**config.mk**
```make
export PLATFORM = sky130hd
export DESIGN_NAME = data_move_exec
export DESIGN_NICKNAME = d
export VERILOG_FILES = /design/src/inc/data_move_pkg.sv /design/src/rtl/quarter_gen.sv /design/src/rtl/addr_resolver.sv /design/src/rtl/data_move_exec.sv
export SDC_FILE = /design/constraint.sdc
export NUM_CORES = 1
export LEC_CHECK = 0
export BUFFER_PORTS_ARGS = -buffer_cell sky130_fd_sc_hd__clkbuf_2
export CORE_MARGIN = 4
export CORE_UTILIZATION = 40
export DETAILED_ROUTE_END_ITERATION = 6
export PLACE_DENSITY = 0.71
export SYNTH_ARGS = -nofsm -noshare
export SYNTH_HDL_FRONTEND = slang
export SYNTH_HIERARCHICAL = 1
export SYNTH_SLANG_ARGS = --single-unit
```
**constraint.sdc**
```tcl
create_clock -name clk -period 5.3 [get_ports clk]
set_input_delay 1.325 -clock clk [delete_from_list [all_inputs] [get_ports clk]]
set_output_delay 1.325 -clock clk [all_outputs]
set_load 0.01 [all_outputs]
```
**src/inc/data_move_pkg.sv**
```systemverilog
// Shared constants and types of the data-move execution block
package data_move_pkg;

   // Instruction word layout
   localparam int unsigned IW_W = 16;              // Program word width
   localparam int unsigned DA_W = 12;              // Data-space address width
   localparam int unsigned BY_W = 8;               // Data byte width

   // Opcode patterns (upper bits of the word)
   localparam logic [5:0] OPC_PLOAD_HI  = 6'h38;   // 1110 00 : pointer load, word 1
   localparam logic [7:0] OPC_PLOAD_LO  = 8'hf0;   // 1111 0000 : pointer load, word 2
   localparam logic [5:0] OPC_MOVE_FILE = 6'h14;   // 0101 00 : move file
   localparam logic [3:0] OPC_MEM_SRC   = 4'hc;    // 1100 : mem-to-mem, word 1
   localparam logic [3:0] OPC_MEM_DST   = 4'hf;    // 1111 : continuation word
   localparam logic [7:0] OPC_BANK_LOAD = 8'h01;   // 0000 0001 : bank select load

   // Field positions
   localparam int unsigned BIT_D = 9;              // Destination bit
   localparam int unsigned BIT_A = 8;              // Access bit
   localparam int unsigned PTR_POS = 8;            // Pointer index, two bits from here

   // Addressing constants
   localparam logic [7:0] IDX_LIMIT   = 8'h5f;     // Indexed offset upper bound
   localparam logic [7:0] ACC_SPLIT   = 8'h60;     // Access bank: low part below this
   localparam logic [3:0] SFR_BANK    = 4'hf;      // Bank of upper access part
   localparam logic [1:0] PTR_COUNT   = 2'h3;      // Pointer indexes 0..2 legal
   localparam logic [3:0] BANK_HI_ZERO = 4'h0;     // Forced upper bank-select nibble

   // Reset values
   localparam logic [7:0] RST_BYTE = 8'h00;        // Registers reset to zero

   // Quarter-cycle phases
   typedef enum logic [1:0] {
      Q1 = 2'b00,
      Q2 = 2'b01,
      Q3 = 2'b10,
      Q4 = 2'b11
   } quarter_t;

   // Data memory request carried to the data space
   typedef struct packed {
      logic            rd;                         // Read strobe
      logic            wr;                         // Write strobe
      logic [DA_W-1:0] addr;                       // Full address
      logic [BY_W-1:0] wdata;                      // Write data
   } mem_req_t;

   // Status flags touched by this block
   typedef struct packed {
      logic n;                                     // Negative
      logic z;                                     // Zero
   } flags_t;

endpackage

```
**src/rtl/quarter_gen.sv**
```systemverilog
// Quarter-cycle phase generator
`timescale 1ns/1ps
module quarter_gen
   import data_move_pkg::*;
(
   // Clock and reset
   input  wire logic     clk,
   input  wire logic     sys_rst,
   // Phase outputs
   output quarter_t      phase,
   output logic          cyc_end
);

   quarter_t phase_ff;                             // Current quarter

   // Steps Q1..Q4 and wraps
   always_ff @(posedge clk or posedge sys_rst) begin
      if (sys_rst) begin
         phase_ff <= Q1;
      end else begin
         phase_ff <= quarter_t'(phase_ff + 2'd1);
      end
   end

   assign phase   = phase_ff;
   assign cyc_end = (phase_ff == Q4);              // Last quarter of a cycle

endmodule

```
**src/rtl/addr_resolver.sv**
```systemverilog
// Byte-operand address resolution: access bank, banked, indexed offset
`timescale 1ns/1ps
module addr_resolver
   import data_move_pkg::*;
(
   // Operand fields
   input  wire logic [7:0]      f_addr,
   input  wire logic            acc_bit,
   // Core state
   input  wire logic [3:0]      bank_sel,
   input  wire logic            ext_en,
   input  wire logic [DA_W-1:0] ptr2,
   // Resolved address
   output logic [DA_W-1:0]      full_addr,
   output logic                 indexed
);

   logic [DA_W-1:0] acc_addr;                      // Access-bank address
   logic [DA_W-1:0] bank_addr;                     // Banked address
   logic [DA_W-1:0] idx_addr;                      // Pointer plus offset

   // Access bank: low part in bank 0, upper part in the top bank
   assign acc_addr  = (f_addr < ACC_SPLIT) ? {4'h0, f_addr} : {SFR_BANK, f_addr};
   assign bank_addr = {bank_sel, f_addr};
   assign idx_addr  = DA_W'(ptr2 + {4'h0, f_addr});
   assign indexed   = ext_en && !acc_bit && (f_addr <= IDX_LIMIT);
   assign full_addr = indexed ? idx_addr : (acc_bit ? bank_addr : acc_addr);

endmodule

```
**src/rtl/data_move_exec.sv**
```systemverilog
// Decode and execute of the four data-move instructions
// How it works
// - Pointer load writes 12-bit literal, flags kept
// - Pointer load words: 111000ff kkkk, 11110000 kkkkkkkk
// - Pointer high nibble cycle one, low byte cycle two
// - Move file to W or itself, N Z
// - Access bit 0 access bank, 1 banked
// - Extended set, a=0, f<=5Fh: indexed offset
// - Move file: full bank, one cycle, Q2/Q4
// - Mem-to-mem move: 12-bit addresses, flags kept
// - Mem-to-mem move may use W either end
// - Mem-to-mem: read cycle one, write Q4 two
// - Bank select load keeps upper nibble zero
`timescale 1ns/1ps
module data_move_exec
   import data_move_pkg::*;
(
   // Clock and reset
   input  wire logic            clk,
   input  wire logic            sys_rst,
   // Instruction stream
   input  wire logic [IW_W-1:0] instr,
   input  wire logic            instr_valid,
   input  wire logic            ext_en,
   // Data space
   output mem_req_t             mem_req,
   input  wire logic [BY_W-1:0] mem_rdata,
   // Core registers
   input  wire logic [BY_W-1:0] w_in,
   input  wire logic [DA_W-1:0] w_addr,
   output logic [BY_W-1:0]      w_out,
   output logic                 w_wr,
   output flags_t               flags,
   output logic                 flags_wr,
   output logic [BY_W-1:0]      bank_select,
   output logic [DA_W-1:0]      ptr0,
   output logic [DA_W-1:0]      ptr1,
   output logic [DA_W-1:0]      ptr2,
   // Status
   output logic                 busy,
   output logic                 illegal
);

   quarter_t phase;                                // Current quarter
   logic     cyc_end;                              // Q4 marker

   quarter_gen u_qgen (
      .clk     (clk),
      .sys_rst (sys_rst),
      .phase   (phase),
      .cyc_end (cyc_end)
   );

   // Decoder states
   typedef enum logic [1:0] {
      S_FETCH    = 2'b00,                          // Expecting a first word
      S_PLOAD_LO = 2'b01,                          // Expecting pointer low word
      S_MEM_DST  = 2'b10                           // Expecting destination word
   } dstate_t;

   dstate_t         state_ff, nxt_state;           // Which word is expected
   logic [IW_W-1:0] ir_ff;                         // Instruction latched at Q1
   logic [1:0]      psel_ff;                       // Selected pointer
   logic [BY_W-1:0] data_ff;                       // Byte read in Q2
   logic [DA_W-1:0] src_ff;                        // Mem-to-mem source
   logic [BY_W-1:0] bank_sel_ff;                   // Bank select register
   logic [DA_W-1:0] ptr_ff [3];                    // Pointer pairs
   logic            ir_vld_ff;                     // Latched word is valid
   logic            ill_ff;                        // Illegal decode seen

   // Slot qualifiers: each word is decoded only in its own slot
   wire       in_fetch = ir_vld_ff && (state_ff == S_FETCH);
   wire       in_plo   = ir_vld_ff && (state_ff == S_PLOAD_LO);
   wire       in_mdst  = ir_vld_ff && (state_ff == S_MEM_DST);
   // Pointer index sits in the two bits just below the opcode
   wire [1:0] ptr_idx  = ir_ff[PTR_POS +: 2];

   // Decode of the latched word
   wire is_pload_hi  = in_fetch && (ir_ff[15:10] == OPC_PLOAD_HI);
   wire is_move_file = in_fetch && (ir_ff[15:10] == OPC_MOVE_FILE);
   wire is_mem_src   = in_fetch && (ir_ff[15:12] == OPC_MEM_SRC);
   wire is_bank_load = in_fetch && (ir_ff[15:8] == OPC_BANK_LOAD);
   wire is_pload_lo  = in_plo && (ir_ff[15:8] == OPC_PLOAD_LO);
   wire is_mem_dst   = in_mdst && (ir_ff[15:12] == OPC_MEM_DST);
   // A word out of place in a continuation slot is dropped, never run
   wire bad_cont = ir_vld_ff && (state_ff != S_FETCH) && !is_pload_lo && !is_mem_dst;
   // Only three pointers exist; the fourth index is refused
   wire bad_ptr  = is_pload_hi && (ptr_idx == PTR_COUNT);

   // Byte operand address of the move-file word
   logic [DA_W-1:0] file_addr;                     // Resolved operand address
   logic            file_idx;                      // Indexed offset in use

   addr_resolver u_addr (
      .f_addr    (ir_ff[7:0]),
      .acc_bit   (ir_ff[BIT_A]),
      .bank_sel  (bank_sel_ff[3:0]),
      .ext_en    (ext_en),
      .ptr2      (ptr_ff[2]),
      .full_addr (file_addr),
      .indexed   (file_idx)
   );

   // Mem-to-mem ends: an end at w_addr takes W through w_in or w_out, not the data space
   wire [DA_W-1:0] mm_src   = ir_ff[11:0];
   wire [DA_W-1:0] mm_dst   = ir_ff[11:0];
   wire            src_is_w = src_ff == w_addr;
   wire [BY_W-1:0] mm_byte  = src_is_w ? w_in : data_ff;
   wire            dst_is_w = mm_dst == w_addr;

   // Memory strobes per quarter
   wire rd_q2   = (phase == Q2) && (is_move_file || is_mem_src);
   wire wr_file = (phase == Q4) && is_move_file && ir_ff[BIT_D];
   wire wr_mem  = (phase == Q4) && is_mem_dst && !dst_is_w;
   // Read address: source word or resolved byte operand
   wire [DA_W-1:0] rd_addr = is_mem_src ? mm_src : file_addr;

   // Data-space request, combinational from the quarter and decode
   assign mem_req.rd    = rd_q2;
   assign mem_req.wr    = wr_file || wr_mem;
   assign mem_req.addr  = rd_q2 ? rd_addr : (wr_mem ? mm_dst : file_addr);
   assign mem_req.wdata = wr_mem ? mm_byte : data_ff;

   // W and flag writes at Q4
   wire file_to_w = (phase == Q4) && is_move_file && !ir_ff[BIT_D];
   wire mm_to_w   = (phase == Q4) && is_mem_dst && dst_is_w;
   assign w_wr     = file_to_w || mm_to_w;
   assign w_out    = file_to_w ? data_ff : mm_byte;
   assign flags_wr = (phase == Q4) && is_move_file;       // Only move file
   assign flags.n  = data_ff[BY_W-1];
   assign flags.z  = (data_ff == RST_BYTE);

   // Next decoder state taken at the end of each cycle
   always_comb begin
      nxt_state = state_ff;
      if (cyc_end && ir_vld_ff) begin
         unique case (state_ff)
            S_FETCH: begin
               if (is_pload_hi && !bad_ptr) begin
                  nxt_state = S_PLOAD_LO;
               end else if (is_mem_src) begin
                  nxt_state = S_MEM_DST;
               end else begin
                  nxt_state = S_FETCH;                        // One-word instruction
               end
            end
            S_PLOAD_LO: nxt_state = S_FETCH;
            S_MEM_DST:  nxt_state = S_FETCH;
            default:    nxt_state = S_FETCH;                  // Unused code recovers
         endcase
      end
   end

   // Instruction latch at Q1
   always_ff @(posedge clk or posedge sys_rst) begin
      if (sys_rst) begin
         ir_ff     <= '0;
         ir_vld_ff <= 1'b0;
      end else if (phase == Q1) begin
         ir_ff     <= instr;
         ir_vld_ff <= instr_valid;
      end
   end

   // Decoder state
   always_ff @(posedge clk or posedge sys_rst) begin
      if (sys_rst) begin
         state_ff <= S_FETCH;
      end else begin
         state_ff <= nxt_state;
      end
   end

   // Q2 read capture and source latch
   always_ff @(posedge clk or posedge sys_rst) begin
      if (sys_rst) begin
         data_ff <= RST_BYTE;
         src_ff  <= '0;
      end else if (rd_q2) begin
         data_ff <= mem_rdata;
         if (is_mem_src) begin
            src_ff <= mm_src;
         end
      end
   end

   // Pointer index held across the two words
   always_ff @(posedge clk or posedge sys_rst) begin
      if (sys_rst) begin
         psel_ff <= 2'h0;
      end else if (is_pload_hi && cyc_end) begin
         psel_ff <= ptr_idx;
      end
   end

   // Pointer pairs: upper nibble in cycle one, low byte in cycle two
   for (genvar p = 0; p < 3; p++) begin : g_ptr
      wire hi_wr = cyc_end && is_pload_hi && !bad_ptr && (ptr_idx == 2'(p));
      wire lo_wr = cyc_end && is_pload_lo && (psel_ff == 2'(p));
      always_ff @(posedge clk or posedge sys_rst) begin
         if (sys_rst) begin
            ptr_ff[p] <= '0;
         end else if (hi_wr) begin
            ptr_ff[p][11:8] <= ir_ff[3:0];
         end else if (lo_wr) begin
            ptr_ff[p][7:0] <= ir_ff[7:0];
         end
      end
   end

   // Bank select load, upper nibble held at zero
   always_ff @(posedge clk or posedge sys_rst) begin
      if (sys_rst) begin
         bank_sel_ff <= RST_BYTE;
      end else if (cyc_end && is_bank_load) begin
         bank_sel_ff <= {BANK_HI_ZERO, ir_ff[3:0]};
      end
   end

   // Illegal decode flag, sticky until reset
   always_ff @(posedge clk or posedge sys_rst) begin
      if (sys_rst) begin
         ill_ff <= 1'b0;
      end else if (cyc_end && (bad_cont || bad_ptr)) begin
         ill_ff <= 1'b1;
      end
   end

   // Register outputs
   assign bank_select = bank_sel_ff;
   assign ptr0        = ptr_ff[0];
   assign ptr1        = ptr_ff[1];
   assign ptr2        = ptr_ff[2];
   assign busy        = state_ff != S_FETCH;
   assign illegal     = ill_ff;

   // Indexed flag reserved for the offset adder path
   wire unused_idx = file_idx;

endmodule

```
==> results.cfg, run 1 <==
[floorplan]
rows = 39
die-area_sq_um = 13500
core_area_sq_um = 11400
die_x_um = 116
boundaryPins = 128
die_y_um = 116
start_util = 0.410

[place]
dp.cells = 647
place.gp.congestion = 0.888
io_buffers = 123
place_hpwl_um = 8880

[sta]
setup_violations = 0
max_freq_mhz = 227
fin_skew_ns = 0.00803
hold_violations = 0
rsz0062_at_grt = no
tns_ns = 0
relSlewSlack = 0.494
worstMarginPinSlew_ns = 0.759
post-route-period-util = 0.831
report.final.slew_viol_count = 0
period_minus_slack_ns = 4.40

[critical_path]
crit_path_frequent_cell = clkbuf_2
crit_required_ns = 3.97
reg2reg_from = ir_ff[8]
worstSetupStartpointType = input pin
worstSetupPathType = in2out
rr_endpoint = ptr1[5]
slowest_stage = nor4_1
worstPathCellList = clkbuf_2 > xor2_1 > nor4_1 > nand3_1 > a21oi_1 > buf_4 > mux2_2 > clkbuf_2
cp_max_fo = 12
reg2reg_slack_ns = 2.76
reg2regPathDepth = 6
arrival_ns = 3.08
slowest_delay_ns = 0.36
critPathBufInv = 3
crit_path_end_kind = output pin
crit_family = simple AND/OR/NAND/NOR gates

[yosys]
synthAdderAreaFrac = 0.0283
ys.flop_type = dfrtp_1
synth_compound_area_frac = 0.0658
synth_top_family_by_area = multiplexers
synth.avg_cell_area_sq_um = 12.0
synthSimpleGateAreaFrac = 0.108
synth-seq-cells = 84
syn_area_sq_um = 4680
synth-edff-count = 0
synthDistinctLibCells = 52
yosys_warnings = 6
synthMuxAreaShare = 0.258
synthXorXnorAreaFrac = 0.0562
synth_cells = 391
postSynth.asyncResetShare = 1.00
ys_seq_area_frac = 0.449

[routing]
dr.pass1.iters = 4
vias_per_cell = 5.21
routed_wl_um = 11700
drc = 0
drt_iter0_drc = 143
wl_per_cell_um = 17.7
num_vias = 3449
drtAntennaViolNets = 0

[grt]
antenna_found_initial = 0
grt_pass1_vias = 3617
grt_pass1_wl_um = 18800
grt_usage = 0.179
overflow = 0
grt_max_degree = 60

[power_and_ir_drop]
power_density_nw_per_um2 = 256
ir_drop_uv = 140
p_leak_nw = 2.76

[layout]
finalNonFillerCells = 662
syn2layout_area_growth_pct = 21.4
num-nets-final = 573
layout_commonest_cell = clkbuf_2
drive_gt1_frac = 0.513
mostFrequentLayoutCells = clkbuf_2, mux2_2, dfrtp_1, nand2_1
diodes = 0

[min_path]
min_from = illegal
hp-class = reg2reg
hold_path_end = illegal
hold_depth = 1

[run]
maxCapViolCount = 0

[status]
status = finished clean

[clock_network]
tritoncts = built
cts_hold_buf = 0
clockBufferDepth = 2
cts.sinks = 84
htree_levels = 3
cts_resized = 0
cts_root_buf = clkbuf_16
path_clk_slew_ns = 0.06
insertion_delay_ns = 0.33
cts_buffers = 9
cts_setup_buffers = 0
how the worst max path moves through the flow:
stage,start,endpoint,slack [ns],cells past startpoint
after floorplan,w_addr[4],mem_req[11],1.30,6
after global placement,w_addr[4],mem_req[12],0.97,8
after detailed placement,w_addr[4],mem_req[13],0.94,8
after CTS,w_addr[5],mem_req[3],0.91,7
after global routing,w_addr[5],mem_req[3],0.72,7
final,w_addr[4],mem_req[18],0.90,8
per-layer routing:
metal | routed length [um] | global-route usage | up-vias
met4 | 123 | 0.0472 | 0
met2 | 5930 | 0.298 | 73
met1 | 5050 | 0.236 | 1709
li1 | - | - | 1659
met3 | 614 | 0.0446 | 8
met5 | 0 | 0 | -
layout make-up:
class                   count  area [sq um]
fillers                  1054          5740
multi-input cells         278          2430
flip-flops and latches     84          2100
repair buffers            129           661
clock buffers              10           229
well taps                 143           179
inverters                  13          50.0
clock inverters             5          30.0
kinds of logic (layout without fill, tap and decap cells):
logic type,Yosys count,in the layout
mux,107,107
flops,84,84
simple gates,84,84
compound gates,43,43
buf+inv,32,157
xor+xnor,30,30
fa+ha+maj,10,10
other cells,1,4
worst reg2reg max path: cells and delay by family (launching register included):
kind | cells | cell delay, ns
and+or+nand+nor | 4 | 1.36
buffers and inverters | 1 | 0.21
muxes | 1 | 0.40
DFF | 1 | 0.46
state kept, by name (all words and copies together), names as in the netlist:
name          cells
u_qgen/phase      2
ptr0             12
data_ff           8
ir_vld_ff         1
ir_ff            16
illegal           1
bank_select       4
state_ff          2
ptr2             12
ptr1             12
src_ff           12
psel_ff           2
power breakdown:
part	leakage, nW	switching (mW)	internal [mW]	total [mW]
clock network	0.124	0.242	0.312	0.554
logic	1.53	0.0925	0.0992	0.192
registers	1.10	0.0367	0.670	0.706
stage by stage:
stage / worst slack, ns / utilization / hold slack, ns / total power [mW] / cell area (sq um)
6_report: 0.896 / 0.497 / 0.483 / 1.45 / 5680
5_1_grt: 0.715 / 0.497 / 0.511 / 1.53 / 5680
4_1_cts: 0.911 / 0.497 / 0.484 / 1.47 / 5680
3_5_place_dp: 0.940 / 0.475 / 0.471 / 0.912 / 5420
3_3_place_gp: 0.971 / 0.475 / 0.464 / 0.905 / 5420
2_1_floorplan: 1.30 / - / 0.462 / 0.833 / 4690
synthesized netlist by cell type, types with 3 or more instances:
| library cell | number | share of area |
|---|---|---|
| a21oi_1 | 5 | 0.0053 |
| buf_2 | 4 | 0.0043 |
| buf_4 | 7 | 0.011 |
| clkbuf_1 | 7 | 0.0056 |
| dfrtp_1 | 84 | 0.45 |
| ha_1 | 9 | 0.024 |
| inv_1 | 13 | 0.010 |
| mux2_2 | 107 | 0.26 |
| nand2_1 | 19 | 0.015 |
| nand3_1 | 8 | 0.0086 |
| nand4_1 | 9 | 0.012 |
| nor2_1 | 12 | 0.0096 |
| nor2b_1 | 5 | 0.0067 |
| nor3_1 | 5 | 0.0053 |
| nor4_1 | 6 | 0.0080 |
| o21a_1 | 3 | 0.0048 |
| o21ai_0 | 11 | 0.012 |
| o22ai_1 | 3 | 0.0040 |
| or3_1 | 3 | 0.0040 |
| or4_1 | 3 | 0.0048 |
| xnor2_1 | 15 | 0.028 |
| xor2_1 | 15 | 0.028 |
(Power assumes the default switching activity.)
==> run 2, diff against run 1 <==
Clock period 5.3 ns to 4.5 ns, I/O delays scaled along.
==> run 2 against run 1 <==
Net effect: clock skew decreased by 0.0012 ns; flip-flop and latch count did not move; sequential share of layout area down 0.28 points; highest routed layer unchanged; register-to-register slack worse by 0.88 ns; critical endpoint is now mem_req[3]; power rose by 20%; largest cell class unchanged; die area unchanged.
==> results.cfg, run 2 (synthesis gave the netlist of run 1 again) <==
[floorplan]
die_x_um = 116
start_util = 0.410
die-area_sq_um = 13500
rows = 39
boundaryPins = 128
core_area_sq_um = 11400
die_y_um = 116

[clock_network]
cts_resized = 0
cts_setup_buffers = 0
clockBufferDepth = 2
insertion_delay_ns = 0.32
cts_hold_buf = 0
cts.sinks = 84
tritoncts = built
htree_levels = 3
cts_buffers = 9
path_clk_slew_ns = 0.06
cts_root_buf = clkbuf_16

[grt]
grt_usage = 0.175
antenna_found_initial = 0
grt_pass1_wl_um = 18500
grt_max_degree = 61
grt_pass1_vias = 3552
overflow = 0

[routing]
routed_wl_um = 11700
drc = 0
drtAntennaViolNets = 0
vias_per_cell = 5.29
dr.pass1.iters = 4
drt_iter0_drc = 202
num_vias = 3521
wl_per_cell_um = 17.7

[status]
status = finished clean

[power_and_ir_drop]
power_density_nw_per_um2 = 305
p_leak_nw = 2.79
ir_drop_uv = 170

[layout]
largest_reg_flops = 16
fillers = 1066
top_register = ir_ff
mostFrequentLayoutCells = clkbuf_2, mux2_2, dfrtp_1, nand2_1
drive_gt1_frac = 0.513
syn2layout_area_growth_pct = 22.3
finalNonFillerCells = 665
layout_commonest_cell = clkbuf_2
diodes = 0
num-nets-final = 577

[critical_path]
startpoint = w_addr[4]
worstSetupStartpointType = input pin
crit_required_ns = 3.38
reg2reg_slack_ns = 1.88
reg2reg_from = ir_ff[8]
crit_end = mem_req[3]
worstSetupPathType = in2out
crit_path_end_kind = output pin
rr_endpoint = ptr1[7]
arrival_ns = 2.86
reg2regPathDepth = 6
cp_max_fo = 8

[sta]
hold_violations = 0
setup_violations = 0
post-route-period-util = 0.885
rsz0062_at_grt = no
max_freq_mhz = 251
report.final.slew_viol_count = 0
fin_skew_ns = 0.00680
worstMarginPinSlew_ns = 1.07
tns_ns = 0
period_minus_slack_ns = 3.98
relSlewSlack = 0.289

[place]
place_hpwl_um = 8920
place.gp.congestion = 0.884
dp.cells = 651
io_buffers = 123

[min_path]
min_from = illegal
hp-class = reg2reg

[run]
maxCapViolCount = 0
==> run 2: worst min-delay path by stage <==
stage / endpoint / slack (ns) / cells past startpoint
6_report: illegal / 0.48 / 1
3_5_place_dp: illegal / 0.47 / 1
3_3_place_gp: illegal / 0.47 / 1
2_1_floorplan: u_qgen/phase[0] / 0.46 / 1
5_1_grt: illegal / 0.51 / 1
4_1_cts: illegal / 0.49 / 1
==> run 2: metal layers <==
layer	routed length [um]	GRT usage
met1	5070	0.230
met2	5730	0.283
met3	737	0.0487
met4	209	0.0541
met5	0	0
==> run 2: report_power, final <==
group | switching (mW) | leakage (nW) | internal, mW | total (mW)
clock | 0.265 | 0.135 | 0.422 | 0.687
combinational | 0.113 | 1.55 | 0.119 | 0.232
sequential | 0.0394 | 1.10 | 0.789 | 0.828
total | 0.417 | 2.79 | 1.33 | 1.75
==> run 2: cell type report <==
cell class	count	area [sq um]	area share
repair buffers	133	691	0.121
flip-flops and latches	84	2100	0.367
clock buffers	11	233	0.0407
clock inverters	3	40.0	0.00700
well taps	143	179	0.0313
inverters	13	50.0	0.00875
multi-input cells	278	2430	0.424
==> run 2: metrics by stage <==
| stage | setup slack [ns] | util | hold WS (ns) | power, mW | area [sq um] |
|---|---|---|---|---|---|
| final | 0.517 | 0.501 | 0.480 | 1.75 | 5720 |
| after global routing | 0.354 | 0.501 | 0.513 | 1.84 | 5720 |
| after CTS | 0.513 | 0.501 | 0.489 | 1.77 | 5720 |
| after detailed placement | 0.519 | 0.477 | 0.474 | 1.08 | 5450 |
| after global placement | 0.580 | 0.477 | 0.466 | 1.07 | 5450 |
| after floorplan | 0.896 | - | 0.462 | 0.981 | 4690 |
==> run 2: critical path, cell delays in order <==
cell and delay (ns):
clkbuf_2 0.10, xor2_1 0.14, nor4_1 0.35, nand3_1 0.21, nand3_1 0.39, mux2_2 0.40
clkbuf_2 0.13
